## src/core/sucal_pkg.sv

```systemverilog
// shared constants and types of the user calibration register bank
package sucal_pkg;

	localparam int unsigned ADDR_W = 7;
	localparam int unsigned DATA_W = 16;
	localparam int unsigned OFS_W  = 14;
	localparam int unsigned GAIN_W = 12;
	localparam int unsigned NAXES  = 3;

	// byte addresses of the even (low) byte of each register
	localparam logic [6:0] ADDR_ACCEL_X_OFFSET  = 7'h24;
	localparam logic [6:0] ADDR_ACCEL_Y_OFFSET  = 7'h26;
	localparam logic [6:0] ADDR_ACCEL_Z_OFFSET  = 7'h28;
	localparam logic [6:0] ADDR_MAG_X_HARD_IRON = 7'h2a;
	localparam logic [6:0] ADDR_MAG_Y_HARD_IRON = 7'h2c;
	localparam logic [6:0] ADDR_MAG_Z_HARD_IRON = 7'h2e;
	localparam logic [6:0] ADDR_MAG_X_SOFT_IRON = 7'h30;
	localparam logic [6:0] ADDR_MAG_Y_SOFT_IRON = 7'h32;
	localparam logic [6:0] ADDR_MAG_Z_SOFT_IRON = 7'h34;
	localparam logic [6:0] ADDR_MISC_CONTROL    = 7'h38;
	localparam logic [6:0] ADDR_GLOBAL_COMMAND  = 7'h42;
	localparam logic [6:0] ADDR_STEP            = 7'h02;

	// field positions
	localparam int unsigned MISC_POP_BIT       = 6;
	localparam int unsigned GCMD_RESTORE_BIT   = 1;
	localparam int unsigned GCMD_SAVE_BIT      = 3;
	localparam int unsigned GAIN_UNITY_SHIFT   = 11;

	// reset values
	localparam logic [15:0] ACCEL_OFFSET_RST = 16'h0000;
	localparam logic [15:0] HARD_IRON_RST    = 16'h0800;
	localparam logic [15:0] SOFT_IRON_RST    = 16'h0000;

	// flash image: nine correction words, accel x..z, hard iron x..z, soft iron x..z
	localparam logic [3:0] FLASH_WORDS = 4'h9;

	// timing
	localparam int unsigned CLK_KHZ         = 250000;
	localparam int unsigned FLASH_LIMIT_MS  = 75;
	localparam int unsigned FLASH_LIMIT_CYC = FLASH_LIMIT_MS * CLK_KHZ;

	typedef enum logic [1:0] {
		ST_IDLE,
		ST_SEND,
		ST_WAIT
	} sucal_state_t;

endpackage

```

## src/core/sucal_bank.sv

```systemverilog
// user calibration register bank with correction datapath and flash save sequencing
//
// Notes on behaviour
// accel offsets: 14-bit signed in bits 13:0, 0.25 mg/LSB, reset zero.
// accel offset added to measurement just before loading accel result register.
// each axis correction summed into data right before its output register.
// mag hard-iron: 14-bit signed in bits 13:0, 0.5 mgauss/LSB, added.
// hard-iron registers reset to 0x0800; top two bits unused.
// soft-iron: unsigned 12-bit gain, 0x800 unity, 0xFFF about two.
// misc control bit 6 enables point-of-percussion translation of accel data.
// correction values stay volatile until an explicit save to flash.
// global command bit 3 copies all corrections into flash.
// global command bit 1 clears rate and accel offsets, zeroes outputs.
// after restore, flash written within 75 ms, then sampling resumes.
// host limits how often it saves, minding flash endurance.
// host negates bias estimate and encodes it before writing.
// host derives soft-iron code as gain halved times 4095.
// 16-bit register written upper byte at odd address, then lower byte.
`timescale 1ns/1ps
module sucal_bank
	import sucal_pkg::*;
#(
	parameter int unsigned FLASH_TIMEOUT_CYC = FLASH_LIMIT_CYC
)
(
	input  wire logic                core_clk,
	input  wire logic                rstn,
	input  wire logic                frameValid,
	input  wire logic                frameWrite,
	input  wire logic [6:0]          frameAddr,
	input  wire logic [7:0]          frameData,
	output logic      [15:0]         readData,
	output logic                     readValid,
	input  wire logic                sampleValid,
	input  wire logic signed [15:0]  rawAccelX,
	input  wire logic signed [15:0]  rawAccelY,
	input  wire logic signed [15:0]  rawAccelZ,
	input  wire logic signed [15:0]  popAccelX,
	input  wire logic signed [15:0]  popAccelY,
	input  wire logic signed [15:0]  popAccelZ,
	input  wire logic signed [15:0]  rawMagX,
	input  wire logic signed [15:0]  rawMagY,
	input  wire logic signed [15:0]  rawMagZ,
	output logic signed [15:0]       accelXResult,
	output logic signed [15:0]       accelYResult,
	output logic signed [15:0]       accelZResult,
	output logic signed [15:0]       magXResult,
	output logic signed [15:0]       magYResult,
	output logic signed [15:0]       magZResult,
	output logic                     resultValid,
	output logic                     samplingActive,
	output logic                     rateOffsetClear,
	output logic                     flashWordValid,
	output logic      [3:0]          flashWordIndex,
	output logic      [15:0]         flashWord,
	output logic                     flashCommit,
	input  wire logic                flashDone,
	output logic                     cmdBusy
);

	// the wait counter cannot serve a zero-cycle bound
	if (FLASH_TIMEOUT_CYC < 1)
	begin : gBadTimeout
		$error("FLASH_TIMEOUT_CYC must be at least one cycle");
	end

	////////////////////////////////////////////////////////////////////////////
	// storage

	logic [13:0]  accelOffset [NAXES];
	logic [13:0]  hardIron    [NAXES];
	logic [11:0]  softIron    [NAXES];
	logic         popEnable;
	sucal_state_t state;
	logic         restoring;
	logic [3:0]   sendIndex;
	logic [31:0]  waitCount;

	logic         writeHit;
	logic         upperByte;
	logic [6:0]   evenAddr;
	logic         doSave;
	logic         doRestore;
	logic         waitDone;

	always_comb
	begin
		// shared by the sequencer and the sampling flag so both leave the wait together
		waitDone  = (state == ST_WAIT)
			&& (flashDone || waitCount == 32'(FLASH_TIMEOUT_CYC - 1));
		writeHit  = frameValid && frameWrite && (state == ST_IDLE);
		upperByte = frameAddr[0];
		evenAddr  = {frameAddr[6:1], 1'b0};
		doSave    = writeHit && !upperByte && (evenAddr == ADDR_GLOBAL_COMMAND)
			&& frameData[GCMD_SAVE_BIT];
		doRestore = writeHit && !upperByte && (evenAddr == ADDR_GLOBAL_COMMAND)
			&& frameData[GCMD_RESTORE_BIT];
	end

	////////////////////////////////////////////////////////////////////////////
	// register writes; plain flops, so values are lost at power down

	// volatile until saved
	always_ff @(posedge core_clk)
	begin
		if (!rstn)
		begin
			for (int i = 0; i < NAXES; i++)
			begin
				// accel offset reset
				accelOffset[i] <= ACCEL_OFFSET_RST[13:0];
				// hard-iron reset value
				hardIron[i]    <= HARD_IRON_RST[13:0];
				softIron[i]    <= SOFT_IRON_RST[11:0];
			end
			popEnable <= 1'b0;
		end
		else if (doRestore)
		begin
			// clear accel offsets
			for (int i = 0; i < NAXES; i++)
				accelOffset[i] <= ACCEL_OFFSET_RST[13:0];
		end
		else if (writeHit)
		begin
			for (int i = 0; i < NAXES; i++)
			begin
				// byte lane by address parity
				if (evenAddr == ADDR_ACCEL_X_OFFSET + 7'(ADDR_STEP * i))
				begin
					if (upperByte)
						accelOffset[i][13:8] <= frameData[5:0];
					else
						accelOffset[i][7:0] <= frameData;
				end
				else if (evenAddr == ADDR_MAG_X_HARD_IRON + 7'(ADDR_STEP * i))
				begin
					if (upperByte)
						hardIron[i][13:8] <= frameData[5:0];
					else
						hardIron[i][7:0] <= frameData;
				end
				else if (evenAddr == ADDR_MAG_X_SOFT_IRON + 7'(ADDR_STEP * i))
				begin
					if (upperByte)
						softIron[i][11:8] <= frameData[3:0];
					else
						softIron[i][7:0] <= frameData;
				end
			end
			// point-of-percussion enable
			if (evenAddr == ADDR_MISC_CONTROL && !upperByte)
				popEnable <= frameData[MISC_POP_BIT];
		end
	end

	////////////////////////////////////////////////////////////////////////////
	// register reads; unused bits and unmapped addresses read zero

	always_ff @(posedge core_clk)
	begin
		if (!rstn)
		begin
			readData  <= 16'h0000;
			readValid <= 1'b0;
		end
		else
		begin
			readValid <= frameValid && !frameWrite;
			if (frameValid && !frameWrite)
			begin
				readData <= 16'h0000;
				for (int i = 0; i < NAXES; i++)
				begin
					if (evenAddr == ADDR_ACCEL_X_OFFSET + 7'(ADDR_STEP * i))
						readData <= {2'b00, accelOffset[i]};
					else if (evenAddr == ADDR_MAG_X_HARD_IRON + 7'(ADDR_STEP * i))
						readData <= {2'b00, hardIron[i]};
					else if (evenAddr == ADDR_MAG_X_SOFT_IRON + 7'(ADDR_STEP * i))
						readData <= {4'h0, softIron[i]};
				end
				if (evenAddr == ADDR_MISC_CONTROL)
					readData <= 16'(popEnable) << MISC_POP_BIT;
				else if (evenAddr == ADDR_GLOBAL_COMMAND)
					readData <= 16'h0000;
			end
		end
	end

	////////////////////////////////////////////////////////////////////////////
	// save and restore sequencing

	logic [15:0] imageWord;

	always_comb
	begin
		imageWord = 16'h0000;
		for (int i = 0; i < NAXES; i++)
		begin
			if (sendIndex == 4'(i))
				imageWord = {2'b00, accelOffset[i]};
			else if (sendIndex == 4'(i + NAXES))
				imageWord = {2'b00, hardIron[i]};
			else if (sendIndex == 4'(i + 2 * NAXES))
				imageWord = {4'h0, softIron[i]};
		end
	end

	always_ff @(posedge core_clk)
	begin
		if (!rstn)
		begin
			state           <= ST_IDLE;
			restoring       <= 1'b0;
			sendIndex       <= 4'h0;
			waitCount       <= 32'h00000000;
			flashWordValid  <= 1'b0;
			flashWordIndex  <= 4'h0;
			flashWord       <= 16'h0000;
			flashCommit     <= 1'b0;
			rateOffsetClear <= 1'b0;
		end
		else
		begin
			flashWordValid  <= 1'b0;
			rateOffsetClear <= 1'b0;
			case (state)
				ST_IDLE:
				begin
					// save command starts the image copy
					if (doSave || doRestore)
					begin
						state     <= ST_SEND;
						sendIndex <= 4'h0;
						restoring <= doRestore;
					end
					// rate offsets live outside, cleared by pulse
					rateOffsetClear <= doRestore;
				end
				ST_SEND:
				begin
					flashWordValid <= 1'b1;
					flashWordIndex <= sendIndex;
					flashWord      <= imageWord;
					sendIndex      <= sendIndex + 4'h1;
					if (sendIndex == FLASH_WORDS - 4'h1)
					begin
						state       <= ST_WAIT;
						flashCommit <= 1'b1;
						waitCount   <= 32'h00000000;
					end
				end
				ST_WAIT:
				begin
					waitCount <= waitCount + 32'h00000001;
					// flash done or 75 ms bound, then resume
					if (waitDone)
					begin
						state       <= ST_IDLE;
						flashCommit <= 1'b0;
						restoring   <= 1'b0;
					end
				end
				default:
					state <= ST_IDLE;
			endcase
		end
	end

	////////////////////////////////////////////////////////////////////////////
	// correction datapath

	logic signed [15:0] rawAll   [2 * NAXES];
	logic signed [15:0] extraAll [2 * NAXES];
	logic signed [15:0] corr     [2 * NAXES];

	always_comb
	begin
		rawAll[0]   = rawAccelX;
		rawAll[1]   = rawAccelY;
		rawAll[2]   = rawAccelZ;
		rawAll[3]   = rawMagX;
		rawAll[4]   = rawMagY;
		rawAll[5]   = rawMagZ;
		// lever-arm term only when enabled
		extraAll[0] = popEnable ? popAccelX : 16'sh0000;
		extraAll[1] = popEnable ? popAccelY : 16'sh0000;
		extraAll[2] = popEnable ? popAccelZ : 16'sh0000;
		extraAll[3] = 16'sh0000;
		extraAll[4] = 16'sh0000;
		extraAll[5] = 16'sh0000;
	end

	for (genvar a = 0; a < 2 * NAXES; a++)
	begin : gAxis
		// offset applied per axis, gain on the mag axes only
		sucal_axis uAxis (
			.raw     (rawAll[a]),
			.offset  (a < NAXES ? accelOffset[a % NAXES] : hardIron[a % NAXES]),
			.gain    (softIron[a % NAXES]),
			.useGain (a >= NAXES),
			.extra   (extraAll[a]),
			.result  (corr[a])
		);
	end

	// corrected sum loads the output registers directly
	always_ff @(posedge core_clk)
	begin
		if (!rstn || doRestore)
		begin
			// restore zeroes all output data
			accelXResult <= 16'sh0000;
			accelYResult <= 16'sh0000;
			accelZResult <= 16'sh0000;
			magXResult   <= 16'sh0000;
			magYResult   <= 16'sh0000;
			magZResult   <= 16'sh0000;
			resultValid  <= 1'b0;
		end
		else
		begin
			// samples arriving during a restore are dropped, outputs hold zero
			resultValid <= sampleValid && !restoring;
			if (sampleValid && !restoring)
			begin
				accelXResult <= corr[0];
				accelYResult <= corr[1];
				accelZResult <= corr[2];
				magXResult   <= corr[3];
				magYResult   <= corr[4];
				magZResult   <= corr[5];
			end
		end
	end

	always_ff @(posedge core_clk)
	begin
		if (!rstn)
		begin
			samplingActive <= 1'b0;
			cmdBusy        <= 1'b0;
		end
		else
		begin
			// rises at the edge where sample acceptance resumes, not one later
			samplingActive <= !(doRestore || (restoring && !waitDone));
			cmdBusy        <= (state != ST_IDLE) || doSave || doRestore;
		end
	end

endmodule // sucal_bank

```

## src/core/sucal_axis.sv

```systemverilog
// correction datapath of one sensor axis: soft-iron gain, offset and lever-arm term
`timescale 1ns/1ps
module sucal_axis
	import sucal_pkg::*;
(
	input  wire logic signed [15:0] raw,
	input  wire logic        [13:0] offset,
	input  wire logic        [11:0] gain,
	input  wire logic               useGain,
	input  wire logic signed [15:0] extra,
	output logic signed      [15:0] result
);

	logic signed [28:0] product;
	logic signed [17:0] scaled;
	logic signed [19:0] sum;

	always_comb
	begin
		product = raw * $signed({1'b0, gain});
		// code 0x800 is unity, so the product is rescaled by the unity shift
		scaled  = useGain ? 18'(product >>> GAIN_UNITY_SHIFT) : 18'(raw);
		sum     = 20'(scaled) + 20'($signed(offset)) + 20'(extra);
		// clamp rather than wrap so a large correction cannot flip the sign
		if (sum > 20'sd32767)
			result = 16'sh7fff;
		else if (sum < -20'sd32768)
			result = 16'sh8000;
		else
			result = sum[15:0];
	end

endmodule // sucal_axis

```

## config.mk

```make
export PLATFORM = sky130hd
export DESIGN_NAME = sucal_bank
export DESIGN_NICKNAME = d
export VERILOG_FILES = /design/src/core/sucal_pkg.sv /design/src/core/sucal_bank.sv /design/src/core/sucal_axis.sv
export SDC_FILE = /design/constraint.sdc
export NUM_CORES = 2
export LEC_CHECK = 0
export ABC_CLOCK_PERIOD_IN_PS = 8300
export BUFFER_PORTS_ARGS = -buffer_cell sky130_fd_sc_hd__buf_4
export CAP_MARGIN = 20
export CORE_MARGIN = 2
export CORE_UTILIZATION = 51
export DETAILED_ROUTE_END_ITERATION = 6
export PLACE_DENSITY = 0.8
export SYNTH_ARGS = -nofsm -noshare
export SYNTH_HDL_FRONTEND = slang
export SYNTH_HIERARCHICAL = 1
export SYNTH_SLANG_ARGS = --single-unit
```

## constraint.sdc

```tcl
create_clock -name core_clk -period 8.3 [get_ports core_clk]
set_clock_uncertainty 0.1 [all_clocks]
set_input_delay 0.83 -clock core_clk [delete_from_list [all_inputs] [get_ports core_clk]]
set_output_delay 0.83 -clock core_clk [all_outputs]
set_load 0.05 [all_outputs]
```

==> qor.yml <==
status: "finished, violations left"
violations: "DRC, setup timing"
regArea_um2: 7110
rsz0062_at_grt: "yes"
grt_max_degree: 64
ys_types: 129
clock_path_buffers: 3
fmax_mhz: 118
synth_warnings: 6
period_share_pct: 102
area_delta_synth_final_pct: 15.8
cts-htree-levels: 2
fin_hold_ws_ns: 0.356
power_density_nw_per_um2: 469
grt_pass1_vias: 57986
hpwl_mm: 168
grt_use_total_pct: 31.4
nets: 9925
cts_inserted_buffers: 38
cts_sinks: 295
cts_tree: "built"
final_antenna_net_count: 0
gp_congestion: 1.02
cpMaxStageDelayCell: "fa_2"
worstPathMaxFanout: 6
synthArstFlopShare_pct: 0
relSlewSlack_pct: 30.3
die_w_um: 362
synthFlopType: "dfxtp_1"
cp-start-kind: "flip-flop"
routedWlPerCell_um: 21.3
dp_cells: 9650
gr-total-overflow: 0
ir_drop_uv: 601
worst_pin_slew_ns: 1.03
first_iter_violations: 5214
nFillCells: 10754
ctsRootBufferMaster: "clkbuf_16"
rows: 131
final_common_cell: "inv_1"
finalWorstSetupSlack_ns: -0.206
pin_count: 304
crit_type: "flip-flop to flip-flop"
portBuffers: 299
dieArea_um2: 131000
first_pass_iters: 7
hold_path.class: "flip-flop to flip-flop"
die_y_um: 362
grt_pass1_wl_mm: 322
required_ns: 8.67
multi_input_area_um2: 53200
drive_above_1_share_pct: 15.6
synth-edff-count: 120
fin_crit_ns: 8.51
synth_area_per_cell_um2: 8.77
antenna_found_initial: 11
syn-cell-area_um2: 65500
arrival_ns: 8.88
layout.cells.non_filler: 9789
yosysSeqAreaShare_pct: 10.9
path_clk_slew_ns: 0.07
vias: 55861
slowest_delay_ns: 0.52
endpoint_kind: "flip-flop"
cap_violations: 0
synth_seq_cells: 295
drt-vias-per-instance: 5.71
drc: 8
hold_buffers: 0
synth_cells: 7470
power.leakage_nw: 37.2
final_cell_mix: "inv_1 (1420), fa_1 (1166), nand2_1 (990)"
slew_violations: 0
drt-total-wl_mm: 208
finalSetupViolCount: 30
report.final.hold_viol_count: 0
initial_core_util_pct: 51.3
clk_latency_ns: 0.62
utilization_pct: 59.5
core_area_um2: 128000
## Yosys cell counts, types with 19 or more instances
cell         n  area, µm²
and3_1      29        181
o31ai_1     29        218
mux2i_1     21        210
nand4_1     40        250
o21ai_0    182        911
o21bai_1    25        188
a221oi_1    19        166
nor3_1      72        360
xnor2_1    132       1160
mux2_2      56        631
a21o_1      81        608
nor2_1     189        709
fa_1      1176      23500
ha_1       491       6140
o211ai_1    45        338
buf_2       20        100
a21oi_1    358       1790
inv_1     1440       5410
xor2_1      71        622
and2_1     666       4170
nor4_1      21        131
edfxtp_1   120       3600
a211oi_1    34        255
a31oi_1     42        263
o21a_1      47        353
clkbuf_1   282       1060
nand2_1    993       3730
o22ai_1     29        181
nor2b_1     45        282
nand2b_1    34        213
nand3_1     86        430
dfxtp_1    175       3500
o21ai_1     36        180
## through the flow
step           total power, mW  area, µm²  setup slack (ns)  TNS (ns)
2_1_floorplan             21.8      65800           0.00390         0
3_3_place_gp              29.6      72700            -0.424    -14.36
3_5_place_dp              30.2      72700            -0.534    -21.56
4_1_cts                   32.5      74200          -0.00124  -0.00124
5_1_grt                   38.7      75800            -0.389    -11.05
6_report                  35.5      75800            -0.206     -3.67
## sequential cells by signal (all words and copies together) (netlist names), 2 cells and up
name,cells
magZResult,16
softIron,36
accelOffset,42
waitCount,32
hardIron,42
readData,14
state,2
magYResult,16
flashWordIndex,4
sendIndex,4
accelXResult,16
accelYResult,16
magXResult,16
accelZResult,16
flashWord,14
## final timing paths
path | from | endpoint | slack (ns) | depth (start not counted)
setup / recovery | softIron[1][2]$_DFFE_PP_ | magYResult[0]$_SDFFE_PP0P_ | -0.21 | 34
hold / removal | accelXResult[12]$_SDFFE_PP0P_ | accelXResult[12]$_SDFFE_PP0P_ | 0.36 | 2
setup reg to reg | softIron[1][2]$_DFFE_PP_ | magYResult[0]$_SDFFE_PP0P_ | -0.21 | 34
hold reg to reg | accelXResult[12]$_SDFFE_PP0P_ | accelXResult[12]$_SDFFE_PP0P_ | 0.36 | 2
## where the power goes
group,internal [mW],switching [mW],leakage [nW]
clock,0.979,0.760,0.610
combinational,14.2,17.7,33.9
sequential,1.72,0.209,2.67
## worst max-delay path: cells and delay by family, from the launching register on
kind / cells / cell delay, ns
AO/OA/AOI/OAI: 13 / 2.99
buffers and inverters: 9 / 1.23
adder cells (fa/ha/maj): 8 / 3.08
AND/OR/NAND/NOR: 4 / 0.48
flip-flops: 1 / 0.42
## timing repair
item	in CTS	in global routing
gates cloned	0	4
buffers inserted	10	43
resized for setup	32	249
pin swaps	16	139
setup endpoints to repair	42	48
## cells by family (layout without fill, tap and decap cells)
kind of cell,count (synthesis),count (layout),synth area share (%)
adders and majority gates,1667,1667,45.3
muxes,78,78,1.31
and+or+nand+nor,2283,2283,17.3
DFF,295,295,10.9
other,2,75,0.0115
buffers and inverters,1769,2352,10.3
AOI/OAI and AO/OA,1173,1174,12.1
xor gates and xnor gates,203,203,2.72
## final cells by class
class,count,share of cell area (%)
Clock buffer,45,1.33
Inverter,1443,7.15
Sequential cell,295,9.38
Clock inverter,24,0.332
Timing Repair Buffer,840,8.95
Antenna cell,5,0.0165
Tap cell,1662,2.74
Multi-Input combinational cell,5475,70.1
## layer usage
metal	routed length (µm)	vias up	share of wire, %	global-route usage, %
met5	66	-	0.032	0
met4	12500	10	6.0	16.1
met2	95200	2450	46	50.2
met3	19000	564	9.1	6.00
li1	-	24832	-	-
met1	81700	28005	39	40.7
No activity file was read; power rests on OpenSTA's default activity.
